`src/rtl/sdac_defines.svh`:
```
// Register map, field positions, reset values and timing figures
`ifndef SDAC_DEFINES_SVH
`define SDAC_DEFINES_SVH

`define SDAC_ADDR_MODE1 8'h01
`define SDAC_ADDR_MODE2 8'h02
`define SDAC_ADDR_STAT 8'h03

`define SDAC_MODE1_RST 8'h00
`define SDAC_MODE2_RST 8'h80

`define SDAC_M1_SPEED_LSB 0
`define SDAC_M1_DEEM_LSB 2
`define SDAC_M2_FMT_LSB 0
`define SDAC_M2_TRANS_BIT 4
`define SDAC_M2_CPEN_BIT 6
`define SDAC_M2_PDN_BIT 7

`define SDAC_ST_STATE_LSB 0
`define SDAC_ST_SPEED_LSB 3
`define SDAC_ST_RATIO_BIT 5
`define SDAC_ST_CPMODE_BIT 6

`define SDAC_CLK_HZ 10000000
`define SDAC_PWRUP_US 50
`define SDAC_PWRUP_CYC ((`SDAC_CLK_HZ / 1000000) * `SDAC_PWRUP_US)

`define SDAC_WIN_FRAMES 512
`define SDAC_CLAMP_FRAMES 1000
`define SDAC_RAMP_FRAMES 10000

`define SDAC_SS_MIN_HZ 4000
`define SDAC_SS_MAX_HZ 50000
`define SDAC_DS_MIN_HZ 84000
`define SDAC_DS_MAX_HZ 100000
`define SDAC_QS_MIN_HZ 170000
`define SDAC_QS_MAX_HZ 200000

`endif

```
`src/rtl/sdac_pkg.sv`:
```
// Shared types of the converter front end
package sdac_pkg;

    typedef enum logic [2:0] {
        PWR_WAIT = 3'h0,
        PWR_UP = 3'h1,
        PWR_CLAMP = 3'h3,
        PWR_RAMP = 3'h2,
        PWR_RUN = 3'h6,
        PWR_STBY = 3'h4
    } sdac_pwr_t;

    typedef enum logic [1:0] {
        SPD_NONE = 2'h0,
        SPD_SINGLE = 2'h1,
        SPD_DOUBLE = 2'h2,
        SPD_QUAD = 2'h3
    } sdac_speed_t;

    typedef enum logic [2:0] {
        FMT_STD = 3'h0,
        FMT_LJ = 3'h1,
        FMT_RJ24 = 3'h2,
        FMT_RJ16 = 3'h3,
        FMT_RJ20 = 3'h4,
        FMT_RJ18 = 3'h5
    } sdac_fmt_t;

    typedef enum logic [1:0] {
        DEM_OFF = 2'h0,
        DEM_32 = 2'h1,
        DEM_441 = 2'h2,
        DEM_48 = 2'h3
    } sdac_deem_t;

endpackage : sdac_pkg

```
`src/rtl/sdac_link_if.sv`:
```
// Events and samples passed from the serial receiver to the core
`timescale 1ns/100ps
`default_nettype none
interface sdac_link_if;
    logic mck_rise;
    logic frm_rise;
    logic sample_valid;
    logic [23:0] left;
    logic [23:0] right;
    sdac_pkg::sdac_fmt_t fmt;

    modport rx (
        output mck_rise,
        output frm_rise,
        output sample_valid,
        output left,
        output right,
        input fmt
    );

    modport core (
        input mck_rise,
        input frm_rise,
        input sample_valid,
        input left,
        input right,
        output fmt
    );
endinterface : sdac_link_if
`default_nettype wire

```
`src/rtl/sdac_link_rx.sv`:
```
// Serial sample receiver: pin synchronisers, edge detection, word assembly
`timescale 1ns/100ps
`default_nettype none
module sdac_link_rx (
    input wire logic core_clk_i,
    input wire logic rst_b_i,
    input wire logic master_clock_i,
    input wire logic frame_clock_i,
    input wire logic bit_clock_i,
    input wire logic serial_sample_in_i,
    sdac_link_if.rx lnk
);

    typedef struct packed {
        logic [1:0] mck_s;
        logic mck_d;
        logic [1:0] frm_s;
        logic frm_d;
        logic [1:0] bck_s;
        logic bck_d;
        logic [1:0] dat_s;
        logic [5:0] bit_cnt;
        logic [23:0] msb_word;
        logic [23:0] rj_word;
        logic [23:0] left;
        logic [23:0] right;
        logic mck_rise;
        logic frm_rise;
        logic valid;
    } sdac_rx_t;

    sdac_rx_t s;
    sdac_rx_t next_s;

    // Pick the channel word out of the two assembly registers
    function automatic logic [23:0] pick_word(input sdac_pkg::sdac_fmt_t f,
                                              input logic [23:0] msb,
                                              input logic [23:0] rj);
        case (f)
            sdac_pkg::FMT_RJ24: pick_word = rj;
            sdac_pkg::FMT_RJ20: pick_word = {rj[19:0], 4'h0};
            sdac_pkg::FMT_RJ18: pick_word = {rj[17:0], 6'h00};
            sdac_pkg::FMT_RJ16: pick_word = {rj[15:0], 8'h00};
            default: pick_word = msb;
        endcase
    endfunction : pick_word

    always_comb begin
        logic [5:0] pos;
        logic left_done;
        pos = 6'h00;
        left_done = 1'b0;
        next_s = s;
        next_s.mck_s = {s.mck_s[0], master_clock_i};
        next_s.frm_s = {s.frm_s[0], frame_clock_i};
        next_s.bck_s = {s.bck_s[0], bit_clock_i};
        next_s.dat_s = {s.dat_s[0], serial_sample_in_i};
        next_s.mck_d = s.mck_s[1];
        next_s.frm_d = s.frm_s[1];
        next_s.bck_d = s.bck_s[1];
        next_s.mck_rise = s.mck_s[1] & ~s.mck_d;
        next_s.frm_rise = s.frm_s[1] & ~s.frm_d;
        next_s.valid = 1'b0;
        if (s.frm_s[1] != s.frm_d) begin
            // Standard stereo carries left while the frame clock is low
            left_done = (lnk.fmt == sdac_pkg::FMT_STD) ? ~s.frm_d : s.frm_d;
            if (left_done) begin
                next_s.left = pick_word(lnk.fmt, s.msb_word, s.rj_word);
            end else begin
                next_s.right = pick_word(lnk.fmt, s.msb_word, s.rj_word);
                next_s.valid = 1'b1;
            end
            next_s.bit_cnt = 6'h00;
            next_s.msb_word = 24'h000000;
        end
        // Data is taken on the bit clock rising edge only
        if (s.bck_s[1] & ~s.bck_d) begin
            pos = next_s.bit_cnt;
            if (lnk.fmt == sdac_pkg::FMT_STD) begin
                pos = next_s.bit_cnt - 6'h01;
            end
            if (pos < 6'h18) begin
                next_s.msb_word[5'h17 - pos[4:0]] = s.dat_s[1];
            end
            next_s.rj_word = {s.rj_word[22:0], s.dat_s[1]};
            if (next_s.bit_cnt != 6'h3f) begin
                next_s.bit_cnt = next_s.bit_cnt + 6'h01;
            end
        end
    end

    always_ff @(posedge core_clk_i or negedge rst_b_i) begin
        if (!rst_b_i) begin
            s <= '0;
        end else begin
            s <= next_s;
        end
    end

    assign lnk.mck_rise = s.mck_rise;
    assign lnk.frm_rise = s.frm_rise;
    assign lnk.sample_valid = s.valid;
    assign lnk.left = s.left;
    assign lnk.right = s.right;

endmodule : sdac_link_rx
`default_nettype wire

```
`src/rtl/sdac_front.sv`:
```
// Converter front end: clock checks, format, de-emphasis, power-up sequence
`timescale 1ns/100ps
`default_nettype none
`include "sdac_defines.svh"

module sdac_front #(
    parameter int P_SS_LO = `SDAC_CLK_HZ / `SDAC_SS_MAX_HZ,
    parameter int P_SS_HI = `SDAC_CLK_HZ / `SDAC_SS_MIN_HZ,
    parameter int P_DS_LO = `SDAC_CLK_HZ / `SDAC_DS_MAX_HZ,
    parameter int P_DS_HI = `SDAC_CLK_HZ / `SDAC_DS_MIN_HZ,
    parameter int P_QS_LO = `SDAC_CLK_HZ / `SDAC_QS_MAX_HZ,
    parameter int P_QS_HI = `SDAC_CLK_HZ / `SDAC_QS_MIN_HZ,
    parameter int P_WIN_FRAMES = `SDAC_WIN_FRAMES,
    parameter int P_CLAMP_FRAMES = `SDAC_CLAMP_FRAMES,
    parameter int P_RAMP_FRAMES = `SDAC_RAMP_FRAMES,
    parameter int P_PWRUP_CYC = `SDAC_PWRUP_CYC
) (
    input wire logic core_clk_i,
    input wire logic rst_b_i,
    input wire logic master_clock_i,
    input wire logic frame_clock_i,
    input wire logic bit_clock_i,
    input wire logic serial_sample_in_i,
    input wire logic format_sel_bit0_i,
    input wire logic format_sel_bit1_i,
    input wire logic deemph_pin_i,
    input wire logic [7:0] reg_addr_i,
    input wire logic [7:0] reg_wdata_i,
    input wire logic reg_wr_i,
    input wire logic reg_rd_i,
    output logic [7:0] reg_rdata_o,
    output logic quiescent_ref_o,
    output logic bias_node_tie_o,
    output logic out_clamp_o,
    output logic out_ramp_o,
    output logic audio_run_o,
    output logic mute_o,
    output logic [1:0] speed_o,
    output logic [2:0] format_o,
    output logic [1:0] deemph_o,
    output logic [23:0] sample_left_o,
    output logic [23:0] sample_right_o,
    output logic sample_valid_o
);

    if (P_SS_HI > 4095 || P_SS_LO <= P_DS_HI || P_DS_LO <= P_QS_HI || P_QS_LO < 1) begin : g_bad_speed
        $error("speed period bounds do not fit the period counter");
    end
    if (P_WIN_FRAMES < 1 || P_WIN_FRAMES * 4 > 16383) begin : g_bad_win
        $error("frame window does not fit the frame counter");
    end
    if (P_CLAMP_FRAMES < 1 || P_CLAMP_FRAMES > 16383 || P_RAMP_FRAMES < 1 || P_RAMP_FRAMES > 16383) begin : g_bad_ramp
        $error("transient counts do not fit the frame counter");
    end
    if (P_PWRUP_CYC < 1 || P_PWRUP_CYC > 1023) begin : g_bad_pwrup
        $error("power-up count does not fit the cycle counter");
    end

    localparam logic [11:0] SS_LO = 12'(P_SS_LO);
    localparam logic [11:0] SS_HI = 12'(P_SS_HI);
    localparam logic [11:0] DS_LO = 12'(P_DS_LO);
    localparam logic [11:0] DS_HI = 12'(P_DS_HI);
    localparam logic [11:0] QS_LO = 12'(P_QS_LO);
    localparam logic [11:0] QS_HI = 12'(P_QS_HI);
    localparam logic [13:0] WIN_FRAMES = 14'(P_WIN_FRAMES);
    localparam logic [13:0] CLAMP_FRAMES = 14'(P_CLAMP_FRAMES);
    localparam logic [13:0] RAMP_FRAMES = 14'(P_RAMP_FRAMES);
    localparam logic [9:0] PWRUP_CYC = 10'(P_PWRUP_CYC);

    typedef struct packed {
        logic [1:0] f0_s;
        logic [1:0] f1_s;
        logic [1:0] dem_s;
        logic [7:0] mode1;
        logic [7:0] mode2;
        logic win_open;
        sdac_pkg::sdac_pwr_t pwr;
        logic [11:0] per_cnt;
        logic [11:0] per;
        logic [11:0] mck_cnt;
        logic [11:0] ratio;
        logic [13:0] frm_cnt;
        logic [9:0] cyc_cnt;
        logic [7:0] rdata;
        logic qref;
        logic bias;
        logic clamp;
        logic ramp;
        logic run;
        logic mute;
        sdac_pkg::sdac_speed_t speed;
        sdac_pkg::sdac_fmt_t fmt;
        sdac_pkg::sdac_deem_t deem;
        logic [23:0] left;
        logic [23:0] right;
        logic valid;
    } sdac_core_t;

    sdac_core_t s;
    sdac_core_t next_s;

    sdac_link_if lnk ();

    sdac_link_rx u_rx (
        .core_clk_i(core_clk_i),
        .rst_b_i(rst_b_i),
        .master_clock_i(master_clock_i),
        .frame_clock_i(frame_clock_i),
        .bit_clock_i(bit_clock_i),
        .serial_sample_in_i(serial_sample_in_i),
        .lnk(lnk.rx)
    );

    assign lnk.fmt = s.fmt;

    // Frame period in core cycles to speed; out of range gives none
    function automatic sdac_pkg::sdac_speed_t speed_of(input logic [11:0] per);
        if (per >= SS_LO && per <= SS_HI) begin
            speed_of = sdac_pkg::SPD_SINGLE;
        end else if (per >= DS_LO && per <= DS_HI) begin
            speed_of = sdac_pkg::SPD_DOUBLE;
        end else if (per >= QS_LO && per <= QS_HI) begin
            speed_of = sdac_pkg::SPD_QUAD;
        end else begin
            speed_of = sdac_pkg::SPD_NONE;
        end
    endfunction : speed_of

    // Allowed master clocks per frame for each speed
    function automatic logic ratio_allowed(input sdac_pkg::sdac_speed_t spd,
                                           input logic [11:0] r);
        case (spd)
            sdac_pkg::SPD_SINGLE: ratio_allowed = r == 12'h100 || r == 12'h180
                || r == 12'h200 || r == 12'h300 || r == 12'h400 || r == 12'h480;
            sdac_pkg::SPD_DOUBLE: ratio_allowed = r == 12'h080 || r == 12'h0c0
                || r == 12'h100 || r == 12'h180 || r == 12'h200;
            sdac_pkg::SPD_QUAD: ratio_allowed = r == 12'h040 || r == 12'h060
                || r == 12'h080 || r == 12'h0c0 || r == 12'h100;
            default: ratio_allowed = 1'b0;
        endcase
    endfunction : ratio_allowed

    // Frames to wait after release, doubling per speed step
    function automatic logic [13:0] window_of(input sdac_pkg::sdac_speed_t spd);
        case (spd)
            sdac_pkg::SPD_DOUBLE: window_of = 14'(WIN_FRAMES << 1);
            sdac_pkg::SPD_QUAD: window_of = 14'(WIN_FRAMES << 2);
            default: window_of = WIN_FRAMES;
        endcase
    endfunction : window_of

    always_comb begin
        logic cp_mode;
        logic power_down_bit;
        logic trans;
        logic [11:0] mck_sum;
        logic [1:0] spd_sel;
        logic [2:0] reg_fmt;
        sdac_pkg::sdac_speed_t spd;
        sdac_pkg::sdac_pwr_t nxt;
        cp_mode = s.mode2[`SDAC_M2_CPEN_BIT];
        power_down_bit = s.mode2[`SDAC_M2_PDN_BIT];
        spd_sel = s.mode1[`SDAC_M1_SPEED_LSB +: 2];
        reg_fmt = s.mode2[`SDAC_M2_FMT_LSB +: 3];
        mck_sum = s.mck_cnt;
        spd = sdac_pkg::SPD_NONE;
        nxt = s.pwr;
        trans = 1'b0;
        next_s = s;

        // Configuration pins cross into the core clock first
        next_s.f0_s = {s.f0_s[0], format_sel_bit0_i};
        next_s.f1_s = {s.f1_s[0], format_sel_bit1_i};
        next_s.dem_s = {s.dem_s[0], deemph_pin_i};

        // Frame period and master clocks per frame
        if (s.per_cnt != 12'hfff) begin
            next_s.per_cnt = s.per_cnt + 12'h001;
        end
        if (lnk.mck_rise && s.mck_cnt != 12'hfff) begin
            mck_sum = s.mck_cnt + 12'h001;
        end
        next_s.mck_cnt = mck_sum;
        if (lnk.frm_rise) begin
            next_s.per = s.per_cnt;
            next_s.per_cnt = 12'h001;
            next_s.ratio = mck_sum;
            next_s.mck_cnt = 12'h000;
        end

        // Manual speed only through registers; pins always auto-detect
        if (cp_mode && spd_sel != 2'h0) begin
            spd = sdac_pkg::sdac_speed_t'(spd_sel);
        end else begin
            spd = speed_of(s.per);
        end
        next_s.speed = spd;

        // Register writes; defaults come back with reset
        if (reg_wr_i) begin
            if (reg_addr_i == `SDAC_ADDR_MODE1) begin
                next_s.mode1 = reg_wdata_i;
            end else if (reg_addr_i == `SDAC_ADDR_MODE2) begin
                next_s.mode2 = reg_wdata_i;
                // Port enable is only taken while the window is open
                next_s.mode2[`SDAC_M2_CPEN_BIT] = cp_mode | (reg_wdata_i[`SDAC_M2_CPEN_BIT] & s.win_open);
            end
        end

        next_s.rdata = 8'h00;
        if (reg_rd_i) begin
            if (reg_addr_i == `SDAC_ADDR_MODE1) begin
                next_s.rdata = s.mode1;
            end else if (reg_addr_i == `SDAC_ADDR_MODE2) begin
                next_s.rdata = s.mode2;
            end else if (reg_addr_i == `SDAC_ADDR_STAT) begin
                next_s.rdata[`SDAC_ST_STATE_LSB +: 3] = s.pwr;
                next_s.rdata[`SDAC_ST_SPEED_LSB +: 2] = s.speed;
                next_s.rdata[`SDAC_ST_RATIO_BIT] = ~s.mute;
                next_s.rdata[`SDAC_ST_CPMODE_BIT] = cp_mode;
            end
        end

        // Format source: pins give four, registers six
        if (cp_mode) begin
            next_s.fmt = (reg_fmt > 3'h5) ? sdac_pkg::FMT_STD : sdac_pkg::sdac_fmt_t'(reg_fmt);
        end else begin
            next_s.fmt = sdac_pkg::sdac_fmt_t'({1'b0, s.f0_s[1], s.f1_s[1]});
        end

        // De-emphasis has no meaning above single speed
        if (spd != sdac_pkg::SPD_SINGLE) begin
            next_s.deem = sdac_pkg::DEM_OFF;
        end else if (cp_mode) begin
            next_s.deem = sdac_pkg::sdac_deem_t'(s.mode1[`SDAC_M1_DEEM_LSB +: 2]);
        end else begin
            next_s.deem = s.dem_s[1] ? sdac_pkg::DEM_441 : sdac_pkg::DEM_OFF;
        end

        // Pin mode always runs the transient sequence
        trans = cp_mode ? s.mode2[`SDAC_M2_TRANS_BIT] : 1'b1;

        case (s.pwr)
            sdac_pkg::PWR_WAIT: begin
                // Frames are only counted once a speed is known
                if (lnk.frm_rise && spd != sdac_pkg::SPD_NONE) begin
                    next_s.frm_cnt = s.frm_cnt + 14'h0001;
                end
                if (next_s.mode2[`SDAC_M2_CPEN_BIT]) begin
                    nxt = sdac_pkg::PWR_STBY;
                    next_s.win_open = 1'b0;
                end else if (s.frm_cnt >= window_of(spd) && spd != sdac_pkg::SPD_NONE) begin
                    nxt = sdac_pkg::PWR_UP;
                    next_s.win_open = 1'b0;
                end
            end
            sdac_pkg::PWR_STBY: begin
                if (!power_down_bit) begin
                    nxt = sdac_pkg::PWR_UP;
                end
            end
            sdac_pkg::PWR_UP: begin
                if (trans) begin
                    nxt = sdac_pkg::PWR_CLAMP;
                end else if (s.cyc_cnt >= PWRUP_CYC - 10'h001) begin
                    nxt = sdac_pkg::PWR_RUN;
                end else begin
                    next_s.cyc_cnt = s.cyc_cnt + 10'h001;
                end
            end
            sdac_pkg::PWR_CLAMP: begin
                if (lnk.frm_rise) begin
                    next_s.frm_cnt = s.frm_cnt + 14'h0001;
                end
                if (s.frm_cnt >= CLAMP_FRAMES) begin
                    nxt = sdac_pkg::PWR_RAMP;
                end
            end
            sdac_pkg::PWR_RAMP: begin
                if (lnk.frm_rise) begin
                    next_s.frm_cnt = s.frm_cnt + 14'h0001;
                end
                if (s.frm_cnt >= RAMP_FRAMES) begin
                    nxt = sdac_pkg::PWR_RUN;
                end
            end
            sdac_pkg::PWR_RUN: begin
                nxt = sdac_pkg::PWR_RUN;
            end
            default: begin
                nxt = sdac_pkg::PWR_WAIT;
            end
        endcase

        // Setting power-down again drops back to standby
        if (cp_mode && power_down_bit && s.pwr != sdac_pkg::PWR_WAIT) begin
            nxt = sdac_pkg::PWR_STBY;
        end
        if (nxt != s.pwr) begin
            next_s.frm_cnt = 14'h0000;
            next_s.cyc_cnt = 10'h000;
        end
        next_s.pwr = nxt;

        // Reference stays low and bias tied until power-up begins
        next_s.qref = nxt != sdac_pkg::PWR_WAIT && nxt != sdac_pkg::PWR_STBY;
        next_s.bias = ~next_s.qref;
        next_s.clamp = nxt != sdac_pkg::PWR_RAMP && nxt != sdac_pkg::PWR_RUN;
        next_s.ramp = nxt == sdac_pkg::PWR_RAMP;
        next_s.run = nxt == sdac_pkg::PWR_RUN;
        next_s.mute = ~(next_s.run && ratio_allowed(spd, s.ratio));

        // Samples pass only while running with good clocks
        next_s.valid = 1'b0;
        if (lnk.sample_valid && !next_s.mute) begin
            next_s.left = lnk.left;
            next_s.right = lnk.right;
            next_s.valid = 1'b1;
        end
    end

    // Reset puts every register at its default
    always_ff @(posedge core_clk_i or negedge rst_b_i) begin
        if (!rst_b_i) begin
            s <= '0;
            s.mode1 <= `SDAC_MODE1_RST;
            s.mode2 <= `SDAC_MODE2_RST;
            s.win_open <= 1'b1;
            s.pwr <= sdac_pkg::PWR_WAIT;
            s.bias <= 1'b1;
            s.clamp <= 1'b1;
            s.mute <= 1'b1;
        end else begin
            s <= next_s;
        end
    end

    assign reg_rdata_o = s.rdata;
    assign quiescent_ref_o = s.qref;
    assign bias_node_tie_o = s.bias;
    assign out_clamp_o = s.clamp;
    assign out_ramp_o = s.ramp;
    assign audio_run_o = s.run;
    assign mute_o = s.mute;
    assign speed_o = s.speed;
    assign format_o = s.fmt;
    assign deemph_o = s.deem;
    assign sample_left_o = s.left;
    assign sample_right_o = s.right;
    assign sample_valid_o = s.valid;

endmodule : sdac_front
`default_nettype wire

```
`config.mk`:
```
export PLATFORM = sky130hd
export DESIGN_NAME = sdac_front
export DESIGN_NICKNAME = d
export VERILOG_FILES = /design/src/rtl/sdac_pkg.sv /design/src/rtl/sdac_link_if.sv /design/src/rtl/sdac_link_rx.sv /design/src/rtl/sdac_front.sv
export VERILOG_INCLUDE_DIRS = /design/src /design/src/rtl
export SDC_FILE = /design/constraint.sdc
export NUM_CORES = 1
export LEC_CHECK = 0
export ABC_AREA = 1
export BUFFER_PORTS_ARGS = -buffer_cell sky130_fd_sc_hd__buf_2
export CORE_ASPECT_RATIO = 0.7
export CORE_MARGIN = 2
export CORE_UTILIZATION = 60
export CTS_BUF_LIST = sky130_fd_sc_hd__clkbuf_8
export CTS_CLUSTER_DIAMETER = 60
export DETAILED_ROUTE_END_ITERATION = 10
export PLACE_DENSITY = 0.79
export RECOVER_POWER = 50
export SETUP_SLACK_MARGIN = 0.05
export SLEW_MARGIN = 40
export SYNTH_ARGS = -nofsm -noshare
export SYNTH_HDL_FRONTEND = slang
export SYNTH_SLANG_ARGS = --single-unit
```
`constraint.sdc`:
```
create_clock -name core_clk_i -period 3.4 [get_ports core_clk_i]
set_input_delay 0.17 -clock core_clk_i [delete_from_list [all_inputs] [get_ports core_clk_i]]
set_output_delay 0.17 -clock core_clk_i [all_outputs]
set_load 0.03 [all_outputs]
```
# Word-level counts from Yosys, hierarchy flattened
# Index checks and enable logic that the tools add are counted.
# classes
n_addsub	7
n_lt_le_gt_ge	14
n_eq_ne	40
mux	57
n_bitwise	13
reduce_logical	45
# op_table
op	n
$pmux W24 S4	1
$mux W14	4
$mux W54	1
$mux W24	2
$mux W48	1
$mux W7	5
$mux W10	3
$mux W3	10
$mux W30	1
$pmux W14 S2	1
$add A12 B1 Y12 const B	2
$bwmux W24	1
$eq A12 B10 Y1 const B	2
$eq A12 B11 Y1 const B	2
$eq A12 B7 Y1 const B	2
$eq A12 B8 Y1 const B	2
$eq A12 B9 Y1 const B	2
$mux W12	2
$ne A12 B12 Y1 const B	2
$pmux W12 S2	1
$mux W6	3
$pmux W3 S6	1
$eq A8 B2 Y1 const B	2
$mux W8	2
47 further kinds	121
# word_totals
regBits	284
inputBits	27
output_inout_bits	70
wordCells	218

# Logic depth before layout (Yosys ltp)
# logic_depth
depth_word	20
mapped_depth	24
ltp_nobuf	22

# Cells and area by module
# Synthesis repeated with hierarchy kept, for this count alone.
# unflattened
hier_cells	1700
hier_area_um2	13765.7
# by_module_without_submodules
mod	instances	cells_per_inst	area_per_inst_um2	seq_area_each_um2
sdac_front	1	971	8057.7	4210.3
sdac_link_rx	1	729	5708.0	2902.8

# Least setup slack after synthesis
# Ideal clock, no wire load.
# synth_path
path_kind	register to register
from	reg s[128] (netlist name)
to	reg s, in the netlist sample_left_o[0]
setup_ns	0.117
arrival_ns	2.618
required_time_ns	3.283
setup_slack_ns	0.665
path_stages_with_launch	23
path_buffers	2
period_less_slack_ns	2.735
cell_sequence	dfrtp_1 > inv_1 > nand2_1 > nor3_2 > nand2_1 > nor2_1 > inv_1 > nand3_1 > nand2_1 > inv_2 > nand2_1 > ha_1 > a21oi_1 > o211ai_1 > a31o_2 > nand3_2 > nand4_2 > nor2_4 > nand3_2 > buf_6 > buf_6 > nand2_1 > nand2_1
# synth_lines
element	line_no	rtl
from (decl)	sdac_front.sv:99	sdac_core_t s;
from (signal assigned)	sdac_front.sv:334	s <= next_s;

==> flow_summary.json <==
{
  "outcome": "finished, violations left",
  "violations": "max-capacitance violations, max-slew violations",
  "period_share_pct": 91.5,
  "crit_arrival_ns": 3.56,
  "max_slew_margin_pct": -69.6,
  "ys_seq_area_share_pct": 52.3,
  "p_sw_share_pct": 29.9,
  "slew_violations": 98,
  "p_seq_share_pct": 47.8,
  "startpoint_type": "flip-flop",
  "clockBufferDepth": 3,
  "wire_per_inst_um": 16.1,
  "top_layer": "met4",
  "max_freq_mhz": 321,
  "drc_errors": 0,
  "rsz0062_at_grt": "no",
  "drt_iter0_markers": 1192,
  "ios": 97,
  "clk_pin_slew_ns": 0.07,
  "cts_inserted_buffers": 42,
  "gp_congestion": 0.930,
  "reg2reg_from": "s[128]",
  "synth_enable_flop_cells": 0,
  "clock-sinks": 284,
  "worst_pin_slew_ns": 2.54,
  "clockRootBuffer": "clkbuf_8",
  "cp.required_ns": 3.85,
  "start_util_pct": 60.6,
  "leakage_nw": 7.75,
  "max_stage_delay_ns": 0.37,
  "track_usage_pct": 26.7,
  "dpl_cell_area_sq_um": 13900,
  "wl_met1_um": 15100,
  "power.internal_mw": 5.49,
  "cts_tree": "done",
  "grt_pass1_vias": 9996,
  "path_cells": "inv_1 -> nand2_1 -> nor3_2 -> nand2_1 -> nor2_2 -> inv_1 -> nand3_1 -> nand2_2 -> inv_2 -> nand2_1 -> ha_4 -> a21oi_2 -> o211ai_1 -> a31o_2 -> nand3_4 -> nand4_4 -> nor2_4 -> nand3_4 -> clkbuf_16 -> nand2_1 -> nand2_1",
  "dr.pass1.iters": 6,
  "drt-total-wl_um": 32500,
  "die_y_um": 130,
  "p_clk_share_pct": 37.2,
  "synth.net_count": 1671,
  "ys_types": 48,
  "finalSetupViolations": 0,
  "grt_pass1_wl_um": 50900,
  "combPwrFrac_pct": 15.0,
  "dp.final_hpwl_um": 21800,
  "dr_wl_met3_um": 3470,
  "syn_to_final_growth_pct": 11.6,
  "rrSetupSlack_ns": 0.29,
  "hp-start": "reg_wr_i",
  "die-area_sq_um": 23900,
  "mappedNetlistArea_sq_um": 13600,
  "fin_tns_setup_ns": 0,
  "drive_above_1_share_pct": 12.6,
  "num_vias": 11200,
  "crit_top_cell": "nand2_1",
  "endpoint_kind": "flip-flop",
  "clock_latency_ns": 0.57,
  "critPathTopFamily": "simple AND/OR/NAND/NOR gates",
  "critPathSlowestCell": "dfrtp_1",
  "antennaDiodeCount": 0,
  "synthCells": 1633,
  "power_density_nw_per_um2": 516,
  "synthArstFlopShare_pct": 100,
  "grt-ovfl-total": 0,
  "core-area_sq_um": 22400,
  "die_x_um": 184,
  "port_buffers": 96,
  "hp-class": "in -> reg",
  "hold_viol": 0,
  "fin_skew_ns": 0.0248,
  "ys_warn_count": 0,
  "reg2reg_to": "sample_left_o[10]",
  "vdd_drop_max_v": 0.000295,
  "holdPathEnd": "s[152]",
  "avgSynthCellArea_sq_um": 8.33,
  "max_cap_violations": 2,
  "ant_nets": 0,
  "synth_flop_cell": "dfrtp_1",
  "crit_type": "reg -> reg",
  "layout_common_cells": "508 x nand2_1, 278 x dfrtp_1, 175 x inv_1",
  "period_needed_ns": 3.11,
  "nets": 1742,
  "synth-seq-cells": 284,
  "htree_num_levels": 2,
  "cp.buffers_inverters": 4,
  "vias_per_cell": 5.54,
  "wl_met2_um": 13400,
  "reg2reg_depth": 21,
  "cp_max_fo": 12,
  "antenna_found_initial": 0,
  "grt_max_degree": 75,
  "final_common_cell": "nand2_1",
  "row_count": 46,
  "final_cell_area_sq_um": 15200,
  "p_switching_mw": 2.34,
  "holdPathStages": 5
}
-- cells in the mapped netlist (4+ instances only) --
cell type	count	area share (%)
clkbuf_1	39	1.1
nor3_4	4	0.48
o21ai_0	115	4.2
nor2_1	113	3.1
ha_1	11	1.0
buf_4	66	3.6
a221oi_1	16	1.0
xor2_1	28	1.8
dfrtp_1	279	51
o211ai_1	7	0.39
inv_2	5	0.14
nand3_1	63	2.3
dfstp_2	5	0.97
nand2_1	509	14
inv_1	163	4.5
o21ai_1	16	0.59
o22ai_1	15	0.69
buf_2	11	0.40
a21oi_1	21	0.77
nand4_1	62	2.9
nor3_1	33	1.2
xnor2_1	5	0.32
-- timing repair --
item / CTS / global route
resized for setup: 0 / 14
endpoints found under the hold margin: 238 / 0
hold buffers: 20 / 0
setup buffers: 0 / 3
setup endpoints to repair: 0 / 48
-- tightest hold or removal path: stages --
cell,delay (ns)
buf_2,0.10
inv_1,0.04
nor2_1,0.07
nand4_1,0.09
nand2_1,0.09
-- cells by family after synthesis --
| kind of cell | Yosys count | synth area share [%] |
|---|---|---|
| compound gates | 203 | 8.49 |
| xor+xnor | 35 | 2.36 |
| fa+ha+maj | 11 | 1.01 |
| buf+inv | 292 | 10.1 |
| flops | 284 | 52.3 |
| mux | 3 | 0.230 |
| simple gates | 805 | 25.4 |
-- metal layers --
| layer | global-route usage, % | vias to the layer above |
|---|---|---|
| li1 | - | 5365 |
| met2 | 37.2 | 531 |
| met4 | 7.25 | 0 |
| met1 | 41.7 | 5266 |
| met5 | 0 | - |
| met3 | 6.48 | 40 |
-- state kept, by name, summed over array words and instances, names as in the netlist, 2 cells and up --
name            count
deemph_o            2
u_rx.lnk.left      24
s                  95
next_s              3
u_rx.next_s         7
reg_rdata_o         8
format_o            3
u_rx.lnk.right     24
sample_left_o      24
u_rx.s             58
speed_o             2
sample_right_o     24
-- metrics by stage --
step	hold slack (ns)	util (%)	setup WS (ns)	instances	total power, mW
after floorplan	-0.126	-	0.665	1633	4.53
after global placement	0.278	62.0	0.382	1918	4.88
after detailed placement	0.0949	62.1	0.210	1919	4.92
after CTS	0.0190	66.9	0.194	2013	7.84
after global routing	0.0494	67.6	0.0801	2022	8.17
final	0.0518	67.6	0.288	2022	7.83
-- power by group through the flow --
stage                     logic (mW)  registers [mW]  clock network, mW
after detailed placement        1.13            3.79                  0
after global routing            1.32            3.76               3.09
final                           1.18            3.74               2.91
after global placement          1.10            3.78                  0
after CTS                       1.15            3.73               2.96
after floorplan                0.767            3.76                  0
-- area by class of cell --
type / instances / area, sq um
Multi-Input combinational cell: 1057 / 5150
Inverter: 171 / 642
Clock inverter: 23 / 181
Fill cell: 1797 / 7270
Tap cell: 288 / 360
Timing Repair Buffer: 148 / 1030
Sequential cell: 284 / 7110
Clock buffer: 51 / 702
-- worst max path at each step --
stage	cells past startpoint	end	slack (ns)	from
detailed placement	21	sample_right_o[16]	0.21	s[128]
floorplan	22	sample_left_o[0]	0.66	s[128]
global placement	21	sample_right_o[16]	0.38	s[128]
global route	21	sample_left_o[10]	0.08	s[128]
finish	21	sample_left_o[10]	0.29	s[128]
CTS	21	sample_right_o[16]	0.19	s[128]
No activity file was read; power rests on OpenSTA's default activity.
